### config.mk
export PLATFORM = sky130hd
export DESIGN_NAME = ds3rfa_aligner
export DESIGN_NICKNAME = d
export VERILOG_FILES = /design/src/hdl/ds3rfa_integrator.v /design/src/hdl/ds3rfa_aligner.v
export VERILOG_INCLUDE_DIRS = /design/src /design/src/common
export SDC_FILE = /design/constraint.sdc
export NUM_CORES = 1
export LEC_CHECK = 0
export BUFFER_PORTS_ARGS = -buffer_cell sky130_fd_sc_hd__buf_2
export CAP_MARGIN = 20
export CELL_PAD_IN_SITES_DETAIL_PLACEMENT = 1
export CELL_PAD_IN_SITES_GLOBAL_PLACEMENT = 1
export CORE_ASPECT_RATIO = 0.75
export CORE_MARGIN = 4
export CORE_UTILIZATION = 42
export DETAILED_ROUTE_END_ITERATION = 12
export MAX_ROUTING_LAYER = met4
export PLACE_DENSITY_LB_ADDON = 0.1
export SLEW_MARGIN = 20
export SYNTH_ARGS = -nofsm -noshare
export SYNTH_HDL_FRONTEND = slang
export SYNTH_SLANG_ARGS = --single-unit
### constraint.sdc
create_clock -name ref_clk_i -period 7 [get_ports ref_clk_i]
set_clock_uncertainty 0.1 [all_clocks]
set_input_delay 1.05 -clock ref_clk_i [delete_from_list [all_inputs] [get_ports ref_clk_i]]
set_output_delay 1.05 -clock ref_clk_i [all_outputs]
set_load 0.01 [all_outputs]
### src/common/ds3rfa_consts.vh
`ifndef DS3RFA_CONSTS_VH
`define DS3RFA_CONSTS_VH

// ----------------------------------------
// Frame geometry
// ----------------------------------------
`define DS3RFA_POS_LAST 7'h54
`define DS3RFA_SLOT_LAST 3'h7
`define DS3RFA_SF_LAST 3'h6
`define DS3RFA_F1_SLOT 3'h1
`define DS3RFA_F4_SLOT 3'h7
`define DS3RFA_X2_SF 3'h1
`define DS3RFA_M1_SF 3'h4
`define DS3RFA_M2_SF 3'h5
`define DS3RFA_M3_SF 3'h6

// ----------------------------------------
// Subframe search
// ----------------------------------------
`define DS3RFA_PH_LAST 8'ha9
`define DS3RFA_PH_MOD 8'haa
`define DS3RFA_GROUP 8'h04
`define DS3RFA_FPAT 4'h9
`define DS3RFA_F_FILL 4'h4
`define DS3RFA_F_WIN 4'h8

// ----------------------------------------
// Multiframe search
// ----------------------------------------
`define DS3RFA_MPAT 3'h2
`define DS3RFA_M_FILL 5'h02
`define DS3RFA_MF_TMO 5'h0f

// ----------------------------------------
// Loss-of-alignment thresholds
// ----------------------------------------
`define DS3RFA_OOF_ERR 5'h03
`define DS3RFA_MULTIFRAME_LOSS_FLAG_ERR 3'h2
`define DS3RFA_FHIST_RST 16'hffff
`define DS3RFA_MHIST_RST 4'hf

// ----------------------------------------
// Integration
// ----------------------------------------
`define DS3RFA_INT_RUN 4'h5
`define DS3RFA_UNST_RUN 4'h8

// ----------------------------------------
// Timing
// ----------------------------------------
`define DS3RFA_MAX_AVG_REFRAME_TIME_NS 1000000
`define DS3RFA_CLK_NS 5

`endif

### src/hdl/ds3rfa_integrator.v
`timescale 1ns/1ps
`include "ds3rfa_consts.vh"

module ds3rfa_integrator #(
   parameter WIDTH = 2
) (
   // Clock and reset
   input wire ref_clk_i,
   input wire rst_b_i,
   input wire ce_i,
   input wire clr_i,
   // Received occurrences
   input wire smp_vld_i,
   input wire [WIDTH-1:0] smp_i,
   // Integrated result
   output reg [WIDTH-1:0] value_o,
   output reg unstable_o
);

   reg [WIDTH-1:0] prev_q;
   reg [3:0] run_q;
   reg [3:0] diff_q;
   wire same = (smp_i == prev_q);
   wire [3:0] run_d = same ? ((run_q == `DS3RFA_UNST_RUN) ? run_q : run_q + 4'h1) : 4'h1;
   wire odd = (smp_i != value_o) && !same;
   wire [3:0] diff_d = odd ? ((diff_q == `DS3RFA_UNST_RUN) ? diff_q : diff_q + 4'h1) : 4'h0;

   always @(posedge ref_clk_i or negedge rst_b_i) begin
      if (!rst_b_i) begin
         prev_q <= {WIDTH{1'b0}};
         run_q <= 4'h0;
         diff_q <= 4'h0;
         value_o <= {WIDTH{1'b0}};
         unstable_o <= 1'b0;
      end else if (ce_i) begin
         if (clr_i) begin
            run_q <= 4'h0;
            diff_q <= 4'h0;
            unstable_o <= 1'b0;
         end else if (smp_vld_i) begin
            prev_q <= smp_i;
            run_q <= run_d;
            diff_q <= diff_d;
            if (run_d >= `DS3RFA_INT_RUN) begin
               value_o <= smp_i;
            end
            // Clear is checked last: a clean run of five ends instability
            if (diff_d == `DS3RFA_UNST_RUN) begin
               unstable_o <= 1'b1;
            end else if (run_d >= `DS3RFA_INT_RUN) begin
               unstable_o <= 1'b0;
            end
         end
      end
   end

endmodule // ds3rfa_integrator

### src/hdl/ds3rfa_aligner.v
// Summary of operation
// Bytes travel MSB first; serial bytes arrive in that same order.
// Received bytes are taken and re-emitted serially MSB first.
// First line bit of a byte lands in register bit 7, last in 0.
// Integrated value replaces stored only after five identical new receptions.
// Unstable after eight receptions each differing from stored and previous.
// Unstable ends once the same value is received five times running.
// Subframe boundary found by F-bits matching one, zero, zero, one.
// Multiframe boundary found by M-bits matching zero, one, zero.
// Search is off-line; counters load only during frame or multiframe loss.
// Four adjacent candidates checked at once; move on when all four fail.
// 170 candidate positions, covered in at most 43 four-wide checks.
// Multiframe search idles until subframe lock, then tests positions.
// Recheck multiframe every frame; load on clean M-bits while loss present.
// Seven multiframe positions, three M-bits, at most nine checks.
// Over fifteen multiframe bits examined without match: restart subframe load.
// Mean reframe time about 1.0 ms; overrun is flagged.
// Multiframe loss on M errors in two of last four frames or resync.
// Frame loss on three of sixteen F errors; optionally on multiframe loss.
// One bit per rising line clock edge; sync reset restarts both searches.
`timescale 1ns/1ps
`include "ds3rfa_consts.vh"

module ds3rfa_aligner #(
   parameter [31:0] MAX_AVG_REFRAME_TIME_CYC = `DS3RFA_MAX_AVG_REFRAME_TIME_NS / `DS3RFA_CLK_NS
) (
   // Clock, reset, enable
   input wire ref_clk_i,
   input wire rst_b_i,
   input wire ce_i,
   // Line side
   input wire rx_line_clk_i,
   input wire rx_line_data_in_i,
   // Control
   input wire soft_rst_i,
   input wire resync_req_i,
   input wire cfg_oof_on_mf_i,
   // Alignment status
   output reg frame_loss_flag_o,
   output reg multiframe_loss_flag_o,
   output wire sf_lock_o,
   output wire mf_lock_o,
   output reg reframe_slow_o,
   // Data out
   output reg rx_bit_stb_o,
   output reg rx_ser_o,
   output reg rx_oh_o,
   output reg [7:0] rx_byte_o,
   output reg rx_byte_vld_o,
   // Integrated overhead
   output wire [1:0] xbits_o,
   output wire xbits_unstable_o
);

   localparam [2:0] SF_LOAD = 3'b001;
   localparam [2:0] SF_SRCH = 3'b010;
   localparam [2:0] SF_LOCK = 3'b100;
   localparam [2:0] MF_IDLE = 3'b001;
   localparam [2:0] MF_SRCH = 3'b010;
   localparam [2:0] MF_SYNC = 3'b100;

   // ----------------------------------------
   // Helpers
   // ----------------------------------------
   // Coordinates are {subframe, slot, position} of one bit
   function [12:0] nxt;
      input [12:0] c;
      begin
         nxt = c;
         if (c[6:0] != `DS3RFA_POS_LAST) begin
            nxt[6:0] = c[6:0] + 7'h01;
         end else begin
            nxt[6:0] = 7'h00;
            if (c[9:7] != `DS3RFA_SLOT_LAST) begin
               nxt[9:7] = c[9:7] + 3'h1;
            end else begin
               nxt[9:7] = 3'h0;
               nxt[12:10] = (c[12:10] == `DS3RFA_SF_LAST) ? 3'h0 : c[12:10] + 3'h1;
            end
         end
      end
   endfunction

   function [4:0] pop16;
      input [15:0] v;
      integer i;
      begin
         pop16 = 5'h00;
         for (i = 0; i < 16; i = i + 1) begin
            pop16 = pop16 + {4'h0, v[i]};
         end
      end
   endfunction

   // Any rotation of the F-bit pattern is a consistent window
   function win_ok;
      input [3:0] h;
      begin
         win_ok = (h == `DS3RFA_FPAT) || ({h[2:0], h[3]} == `DS3RFA_FPAT) ||
                  ({h[1:0], h[3:2]} == `DS3RFA_FPAT) || ({h[0], h[3:1]} == `DS3RFA_FPAT);
      end
   endfunction

   // ----------------------------------------
   // Line synchroniser
   // ----------------------------------------
   reg lclk_s1_q, lclk_s2_q, lclk_s3_q;
   reg ldat_s1_q, ldat_s2_q;

   always @(posedge ref_clk_i or negedge rst_b_i) begin
      if (!rst_b_i) begin
         lclk_s1_q <= 1'b0;
         lclk_s2_q <= 1'b0;
         lclk_s3_q <= 1'b0;
         ldat_s1_q <= 1'b0;
         ldat_s2_q <= 1'b0;
      end else if (ce_i) begin
         lclk_s1_q <= rx_line_clk_i;
         lclk_s2_q <= lclk_s1_q;
         lclk_s3_q <= lclk_s2_q;
         ldat_s1_q <= rx_line_data_in_i;
         ldat_s2_q <= ldat_s1_q;
      end
   end

   wire adv = ce_i && lclk_s2_q && !lclk_s3_q;
   wire bit_v = ldat_s2_q;

   // ----------------------------------------
   // Subframe candidate checkers
   // ----------------------------------------
   reg [2:0] sf_st_q, mf_st_q;
   reg [7:0] ph_q, base_q;
   wire [3:0] chk_fail, chk_found;
   wire chk_clr = (sf_st_q == SF_LOAD) || ((sf_st_q == SF_SRCH) && (&chk_fail));

   genvar k;
   generate
      for (k = 0; k < 4; k = k + 1) begin : g_chk
         reg [3:0] h_q, n_q;
         reg fail_q;
         wire [7:0] raw = base_q + k[7:0];
         wire [7:0] cand = (raw >= `DS3RFA_PH_MOD) ? raw - `DS3RFA_PH_MOD : raw;
         wire hit = adv && (ph_q == cand) && !fail_q && (sf_st_q == SF_SRCH);
         wire [3:0] h_d = {h_q[2:0], bit_v};
         wire full = (n_q + 4'h1 >= `DS3RFA_F_FILL);
         assign chk_fail[k] = fail_q;
         assign chk_found[k] = hit && (n_q + 4'h1 >= `DS3RFA_F_WIN) &&
                               (h_d == `DS3RFA_FPAT);
         always @(posedge ref_clk_i or negedge rst_b_i) begin
            if (!rst_b_i) begin
               h_q <= 4'h0;
               n_q <= 4'h0;
               fail_q <= 1'b0;
            end else if (ce_i) begin
               if (chk_clr) begin
                  h_q <= 4'h0;
                  n_q <= 4'h0;
                  fail_q <= 1'b0;
               end else if (hit) begin
                  h_q <= h_d;
                  if (n_q != `DS3RFA_F_WIN) begin
                     n_q <= n_q + 4'h1;
                  end
                  if (full && !win_ok(h_d)) begin
                     fail_q <= 1'b1;
                  end
               end
            end
         end
      end
   endgenerate

   // ----------------------------------------
   // Off-line search state
   // ----------------------------------------
   reg [12:0] sr_q;
   reg [2:0] mh_q;
   reg [4:0] mcnt_q;
   reg macc_q;
   reg dp_load_q;
   wire loss = frame_loss_flag_o || multiframe_loss_flag_o;
   wire m_samp = adv && (sr_q[9:0] == 10'h000);
   wire [2:0] mh_d = {mh_q[1:0], bit_v};
   wire m_exp = (sr_q[12:10] == `DS3RFA_M2_SF);
   wire m_err = (bit_v != m_exp) || macc_q;
   wire [7:0] base_nx = base_q + `DS3RFA_GROUP;

   assign sf_lock_o = (sf_st_q == SF_LOCK);
   assign mf_lock_o = (mf_st_q == MF_SYNC);

   always @(posedge ref_clk_i or negedge rst_b_i) begin
      if (!rst_b_i) begin
         sf_st_q <= SF_LOAD;
         mf_st_q <= MF_IDLE;
         ph_q <= 8'h00;
         base_q <= 8'h00;
         sr_q <= 13'h0000;
         mh_q <= 3'h0;
         mcnt_q <= 5'h00;
         macc_q <= 1'b0;
         dp_load_q <= 1'b0;
      end else if (ce_i) begin
         dp_load_q <= 1'b0;
         if (adv) begin
            ph_q <= (ph_q == `DS3RFA_PH_LAST) ? 8'h00 : ph_q + 8'h01;
            sr_q <= nxt(sr_q);
         end
         if (soft_rst_i) begin
            sf_st_q <= SF_LOAD;
            mf_st_q <= MF_IDLE;
         end else begin
            case (sf_st_q)
               SF_LOAD: begin
                  base_q <= 8'h00;
                  mf_st_q <= MF_IDLE;
                  sf_st_q <= SF_SRCH;
               end
               SF_SRCH: begin
                  mf_st_q <= MF_IDLE;
                  if (|chk_found) begin
                     sf_st_q <= SF_LOCK;
                     mf_st_q <= MF_SRCH;
                     // Matching bit was F4; next bit is position 1 of that slot
                     sr_q <= {3'h0, `DS3RFA_F4_SLOT, 7'h01};
                     mh_q <= 3'h0;
                     mcnt_q <= 5'h00;
                  end else if (&chk_fail) begin
                     // Last group wraps past 169, giving 43 groups in all
                     base_q <= (base_nx >= `DS3RFA_PH_MOD) ? 8'h00 : base_nx;
                  end
               end
               SF_LOCK: begin
                  case (mf_st_q)
                     MF_SRCH: begin
                        if (m_samp) begin
                           mh_q <= mh_d;
                           mcnt_q <= mcnt_q + 5'h01;
                           if ((mcnt_q >= `DS3RFA_M_FILL) && (mh_d == `DS3RFA_MPAT)) begin
                              mf_st_q <= MF_SYNC;
                              macc_q <= 1'b0;
                              sr_q <= {`DS3RFA_M3_SF, 3'h0, 7'h01};
                              dp_load_q <= loss;
                           end else if (mcnt_q == `DS3RFA_MF_TMO) begin
                              sf_st_q <= SF_LOAD;
                              mf_st_q <= MF_IDLE;
                           end
                        end
                     end
                     MF_SYNC: begin
                        if (m_samp && (sr_q[12:10] >= `DS3RFA_M1_SF)) begin
                           macc_q <= m_err;
                           if (sr_q[12:10] == `DS3RFA_M3_SF) begin
                              macc_q <= 1'b0;
                              if (!m_err) begin
                                 dp_load_q <= loss;
                              end else if (loss) begin
                                 // Stale alignment while data path is lost: search again
                                 sf_st_q <= SF_LOAD;
                                 mf_st_q <= MF_IDLE;
                              end
                           end
                        end
                     end
                     default: mf_st_q <= MF_IDLE;
                  endcase
               end
               default: sf_st_q <= SF_LOAD;
            endcase
         end
      end
   end

   // ----------------------------------------
   // Data-path counters and loss flags
   // ----------------------------------------
   reg [12:0] dp_q;
   reg [15:0] fh_q;
   reg [3:0] mh4_q;
   reg dacc_q;
   wire oh = (dp_q[6:0] == 7'h00);
   wire [2:0] dslot = dp_q[9:7];
   wire [2:0] dsf = dp_q[12:10];
   wire f_chk = adv && oh && dslot[0];
   wire f_exp = (dslot == `DS3RFA_F1_SLOT) || (dslot == `DS3RFA_F4_SLOT);
   wire [15:0] fh_d = {fh_q[14:0], bit_v != f_exp};
   wire m_chk = adv && oh && (dslot == 3'h0) && (dsf >= `DS3RFA_M1_SF);
   wire dm_err = (bit_v != (dsf == `DS3RFA_M2_SF)) || dacc_q;
   wire m_push = m_chk && (dsf == `DS3RFA_M3_SF);
   wire [3:0] mh4_d = {mh4_q[2:0], dm_err};
   wire [2:0] mh4_cnt = {2'h0, mh4_d[0]} + {2'h0, mh4_d[1]} + {2'h0, mh4_d[2]} +
                        {2'h0, mh4_d[3]};
   wire mf_gate = cfg_oof_on_mf_i && multiframe_loss_flag_o;

   always @(posedge ref_clk_i or negedge rst_b_i) begin
      if (!rst_b_i) begin
         dp_q <= 13'h0000;
         fh_q <= `DS3RFA_FHIST_RST;
         mh4_q <= `DS3RFA_MHIST_RST;
         dacc_q <= 1'b0;
         frame_loss_flag_o <= 1'b1;
         multiframe_loss_flag_o <= 1'b1;
      end else if (ce_i) begin
         if (dp_load_q) begin
            // Strobes are several clocks apart, so no bit is skipped here
            dp_q <= {`DS3RFA_M3_SF, 3'h0, 7'h01};
            dacc_q <= 1'b0;
         end else if (adv) begin
            dp_q <= nxt(dp_q);
            if (f_chk) begin
               fh_q <= fh_d;
            end
            if (m_chk) begin
               dacc_q <= m_push ? 1'b0 : dm_err;
            end
            if (m_push) begin
               mh4_q <= mh4_d;
            end
         end
         // Set wins over clear for both flags
         if (resync_req_i || (m_push && (mh4_cnt >= `DS3RFA_MULTIFRAME_LOSS_FLAG_ERR))) begin
            multiframe_loss_flag_o <= 1'b1;
         end else if (dp_load_q || (m_push && (mh4_d == 4'h0))) begin
            multiframe_loss_flag_o <= 1'b0;
         end
         if (resync_req_i || mf_gate || (f_chk && (pop16(fh_d) >= `DS3RFA_OOF_ERR))) begin
            frame_loss_flag_o <= 1'b1;
         end else if (dp_load_q || (f_chk && (fh_d == 16'h0000))) begin
            frame_loss_flag_o <= 1'b0;
         end
      end
   end

   // ----------------------------------------
   // Serial and byte output
   // ----------------------------------------
   reg [6:0] bsh_q;
   reg [2:0] bcnt_q;
   reg [31:0] rf_cnt_q;

   always @(posedge ref_clk_i or negedge rst_b_i) begin
      if (!rst_b_i) begin
         bsh_q <= 7'h00;
         bcnt_q <= 3'h0;
         rx_bit_stb_o <= 1'b0;
         rx_ser_o <= 1'b0;
         rx_oh_o <= 1'b0;
         rx_byte_o <= 8'h00;
         rx_byte_vld_o <= 1'b0;
         rf_cnt_q <= 32'h0000_0000;
         reframe_slow_o <= 1'b0;
      end else if (ce_i) begin
         rx_bit_stb_o <= adv;
         rx_byte_vld_o <= 1'b0;
         if (adv) begin
            rx_ser_o <= bit_v;
            rx_oh_o <= oh;
         end
         if (dp_load_q) begin
            bcnt_q <= 3'h0;
         end else if (adv && !oh) begin
            bsh_q <= {bsh_q[5:0], bit_v};
            bcnt_q <= bcnt_q + 3'h1;
            if (bcnt_q == 3'h7) begin
               rx_byte_o <= {bsh_q, bit_v};
               rx_byte_vld_o <= 1'b1;
            end
         end
         // Reframe watchdog; one long outage is only a hint against the average
         if (!frame_loss_flag_o) begin
            rf_cnt_q <= 32'h0000_0000;
            reframe_slow_o <= 1'b0;
         end else if (rf_cnt_q != MAX_AVG_REFRAME_TIME_CYC) begin
            rf_cnt_q <= rf_cnt_q + 32'h0000_0001;
         end else begin
            reframe_slow_o <= 1'b1;
         end
      end
   end

   // ----------------------------------------
   // X-bit integration
   // ----------------------------------------
   reg x1_q;
   wire x_pos = adv && !dp_load_q && oh && (dslot == 3'h0);
   wire x2_vld = x_pos && (dsf == `DS3RFA_X2_SF);

   always @(posedge ref_clk_i or negedge rst_b_i) begin
      if (!rst_b_i) begin
         x1_q <= 1'b0;
      end else if (ce_i && x_pos && (dsf == 3'h0)) begin
         x1_q <= bit_v;
      end
   end

   ds3rfa_integrator #(
      .WIDTH(2)
   ) u_xint (
      .ref_clk_i(ref_clk_i),
      .rst_b_i(rst_b_i),
      .ce_i(ce_i),
      .clr_i(soft_rst_i),
      .smp_vld_i(x2_vld),
      .smp_i({x1_q, bit_v}),
      .value_o(xbits_o),
      .unstable_o(xbits_unstable_o)
   );

endmodule // ds3rfa_aligner

==> results.sh <==
export IMPL_outcome="completed"
export IMPL_cts_hold_repair_buffers=0
export IMPL_vias_in_the_first_global_route=8990
export IMPL_synth_top_family_by_area="simple AND/OR/NAND/NOR gates"
export IMPL_power_clock_fraction=0.284
export IMPL_gpl_final_weighted_congestion=0.8199
export IMPL_critical_path_slowest_cell="sky130_fd_sc_hd__fa_1"
export IMPL_placementRows=51
export IMPL_timing_setup_tns_ns=0
export IMPL_crit_buf_inv=3
export IMPL_synth_simple_area_share=0.1982
export IMPL_synth_mux_area_frac=0.04938
export IMPL_critPathRequiredTime_ns=7.28
export IMPL_synthDistinctLibCells=84
export IMPL_finalInstanceArea_sq_um=12210
export IMPL_grtUsageTotal=0.2163
export IMPL_design_final_nets=1272
export IMPL_path_delay_family="adder cells"
export IMPL_power_static_leakage_uw=0.005186
export IMPL_final_min_clock_period_ns=5.025
export IMPL_worstPathArrival_ns=5.30
export IMPL_clk_pin_slew_worst_paths_ns=0.07
export IMPL_die_h_um=149.1
export IMPL_combinational_power_share=0.304
export IMPL_worst_path_most_repeated_cell="sky130_fd_sc_hd__fa_1"
export IMPL_timing_max_slew_rel_slack=0.2925
export IMPL_postCtsSetupBuffers=0
export IMPL_number_of_inserted_diodes=0
export IMPL_fraction_of_post_synthesis_cell_area_in_the_top_cell_type_by_area=0.3591
export IMPL_hold_path_class="reg -> reg"
export IMPL_min_path_cells=2
export IMPL_tritoncts="done"
export IMPL_slew_violations=0
export IMPL_die_w_um=196.1
export IMPL_internal_power_uw=2144
export IMPL_synth_largest_area_cell="sky130_fd_sc_hd__dfrtp_1"
export IMPL_share_of_the_synthesized_netlist_area_taken_by_xor_and_xnor_gates=0.05622
export IMPL_timing_final_crit_share=0.7178
export IMPL_synth_ff_latch_count=182
export IMPL_max_cap_viols=0
export IMPL_drtPass1Iterations=5
export IMPL_clock_tree_root_driver_cell="sky130_fd_sc_hd__clkbuf_16"
export IMPL_dp_area_sq_um=11620
export IMPL_synth_warning_count=0
export IMPL_ratio_of_total_power_to_cell_area_nw_per_um2=276.1
export IMPL_critical_path_max_stage_delay_ns=0.56
export IMPL_postSynth_asyncResetShare=1.000
export IMPL_die_area_sq_um=29240
export IMPL_syn2layout_area_growth_pct=9.472
export IMPL_detailedPlace_worstSlack_ns=1.964
export IMPL_synthesis_nets=1265
export IMPL_path_max_fanout=4
export IMPL_postCtsResizedCells=0
export IMPL_clock_fmax_mhz=199.0
export IMPL_critPathLaunchType="flop"
export IMPL_syn_mean_instance_area_sq_um=9.253
export IMPL_synth_top_cells_by_area="sky130_fd_sc_hd__dfrtp_1, sky130_fd_sc_hd__dfstp_2, sky130_fd_sc_hd__o21ai_0"
export IMPL_clkLatencyLatePin_ns=0.45
export IMPL_layout_cells_most_common="sky130_fd_sc_hd__dfrtp_1"
export IMPL_cts_path_max_buffers=2
export IMPL_grt_antenna_before_repair=0
export IMPL_global_route_overflow_total=0
export IMPL_remaining_drcs=0
export IMPL_post_dp_hpwl_um=21250
export IMPL_synthAdderAreaFrac=0.06576
export IMPL_synth_edf_count=0
export IMPL_detail_route_vias_per_cell=5.725
export IMPL_timing_worst_setup_path_type="reg -> reg"
export IMPL_grt_first_pass_wirelength_um=49950
export IMPL_power_ir_vdd_worst_mv=0.2302
export IMPL_tritoncts_num_buffers=17
export IMPL_postSynth_topFlopCell="sky130_fd_sc_hd__dfrtp_1"
export IMPL_seq_power_share=0.412
export IMPL_syn_inst=1205
export IMPL_core_box_area_sq_um=26040
export IMPL_totalWireLength_um=29770
export IMPL_initial_core_util=0.4282
export IMPL_finalSetupViolCount=0
export IMPL_worstPathCellList="ha_1 > mux2i_1 > xnor2_1 > inv_1 > fa_1 > fa_1 > fa_1 > fa_1 > inv_1 > ha_1 > inv_1 > fa_1 > a2111oi_0 > a21oi_1 > a2111oi_0 > o21ai_0 > a22o_1"
export IMPL_io_pin_count=28
export IMPL_compound_gate_portion_of_the_synthesized_area=0.1726
export IMPL_drt_initial_drc_count=604
export IMPL_post_route_worst_setup_slack_ns=1.975
export IMPL_grt_start_max_net_pins=74
export IMPL_finalHoldViolations=0
export IMPL_num_vias=8983
export IMPL_mostFrequentLayoutCells="sky130_fd_sc_hd__dfrtp_1, sky130_fd_sc_hd__nand2_1, sky130_fd_sc_hd__o21ai_0, sky130_fd_sc_hd__nor2_1, sky130_fd_sc_hd__inv_1"
export IMPL_portBuffers=27
export IMPL_final_fill_count=2984
export IMPL_grt_setup_unrepaired="false"
export IMPL_r2r_worst_path_cells=17
export IMPL_clock_tree_htree_level_count=4
export IMPL_timing_critical_path_to_type="flop"
export IMPL_synthesis_area_sq_um=11150
export IMPL_sequential_to_total_area_share_from_yosys_stat=0.4110
export IMPL_post_route_cells_drive_above_1_share=0.1224
export IMPL_crit_cells=17
export IMPL_cts_num_sinks=182
export IMPL_switching_share=0.3640
export IMPL_ant_nets=0
export IMPL_timing_worst_slew_pin_value_ns=1.035
export IMPL_routedWlPerCell_um=18.97
export IMPL_switching_power_uw=1227
## path summary, 6_finish.rpt
path | start | to | slack (ns)
hold reg to reg | dacc_q | dacc_q | 0.38
min in group asynchronous | rst_b_i | base_q[2] | 0.44
hold / removal | dacc_q | dacc_q | 0.38
max in group asynchronous | rst_b_i | dp_q[1] | 5.00
setup reg to reg | dp_q[7] | frame_loss_flag_o | 1.98
setup / recovery | dp_q[7] | frame_loss_flag_o | 1.98
## cell type report
| type | instances | area (sq um) | share of cell area |
|---|---|---|---|
| multi-input cells | 888 | 6063 | 0.4968 |
| flip-flops and latches | 182 | 4582 | 0.3754 |
| clock buffers | 19 | 464.2 | 0.03803 |
| well taps | 344 | 430.4 | 0.03526 |
| inverters | 83 | 311.5 | 0.02553 |
| repair buffers | 40 | 241.5 | 0.01978 |
| clock inverters | 13 | 112.6 | 0.009226 |
## cells in the mapped netlist, drive strengths merged (9+ instances only)
cell,n
a21o,12
a21oi,46
a22o,9
a31oi,12
and3,22
buf,15
clkbuf,37
dfrtp,160
dfstp,22
fa,11
ha,41
inv,82
mux2,32
mux2i,19
nand2,112
nand2b,18
nand3,41
nand4,25
nor2,86
nor2b,11
nor3,29
nor4,17
o21ai,108
o22ai,9
o2bb2ai,9
or3,15
xnor2,40
xor2,28
## layer usage
metal	vias up	GRT usage	wire length, um
li1	4327	-	-
met2	127	0.2911	12190
met1	4517	0.3453	16350
met4	0	0.03943	197
met5	-	-	0
met3	12	0.03093	1030
## worst register-to-register path, stage by stage, from the launching register on
cell and delay [ns]:
sky130_fd_sc_hd__dfrtp_1 0.42, sky130_fd_sc_hd__ha_1 0.24, sky130_fd_sc_hd__mux2i_1 0.19, sky130_fd_sc_hd__xnor2_1 0.19, sky130_fd_sc_hd__inv_1 0.11, sky130_fd_sc_hd__fa_1 0.56
sky130_fd_sc_hd__fa_1 0.43, sky130_fd_sc_hd__fa_1 0.52, sky130_fd_sc_hd__fa_1 0.41, sky130_fd_sc_hd__inv_1 0.07, sky130_fd_sc_hd__ha_1 0.15, sky130_fd_sc_hd__inv_1 0.05
sky130_fd_sc_hd__fa_1 0.37, sky130_fd_sc_hd__a2111oi_0 0.38, sky130_fd_sc_hd__a21oi_1 0.07, sky130_fd_sc_hd__a2111oi_0 0.35, sky130_fd_sc_hd__o21ai_0 0.12, sky130_fd_sc_hd__a22o_1 0.24
## registers in the layout, indices dropped and copies added, names as in the netlist, 6 cells and up
register and count:
fh_q 15, bsh_q 7, base_q 6, dp_q 13, g_chk.h_q 12, g_chk.n_q 16, rx_byte_o 8, sr_q 13
rf_cnt_q 32, ph_q 8
## power groups by stage
stage          Sequential (uW)  Combinational [uW]  Clock, uW
2_1_floorplan             1340                 775          0
3_3_place_gp              1400                 995          0
3_5_place_dp              1410                1040          0
4_1_cts                   1390                1050        995
5_1_grt                   1420                1190       1030
6_report                  1390                1020        958
## kinds of logic after synthesis
kind of cell	after synthesis
compound gates	287
buf+inv	135
mux	51
fa+ha+maj	52
xor+xnor	69
flops	182
simple gates	429
## through the flow
step | hold WS [ns] | total power [uW] | utilization | cells
floorplan | 0.3406 | 2116 | - | 1205
global placement | 0.3579 | 2392 | 0.4462 | 1537
detailed placement | 0.3709 | 2446 | 0.4462 | 1537
CTS | 0.3878 | 3429 | 0.4684 | 1569
global route | 0.4137 | 3636 | 0.4688 | 1569
finish | 0.3772 | 3370 | 0.4688 | 1569
(Power assumes the default switching activity.)
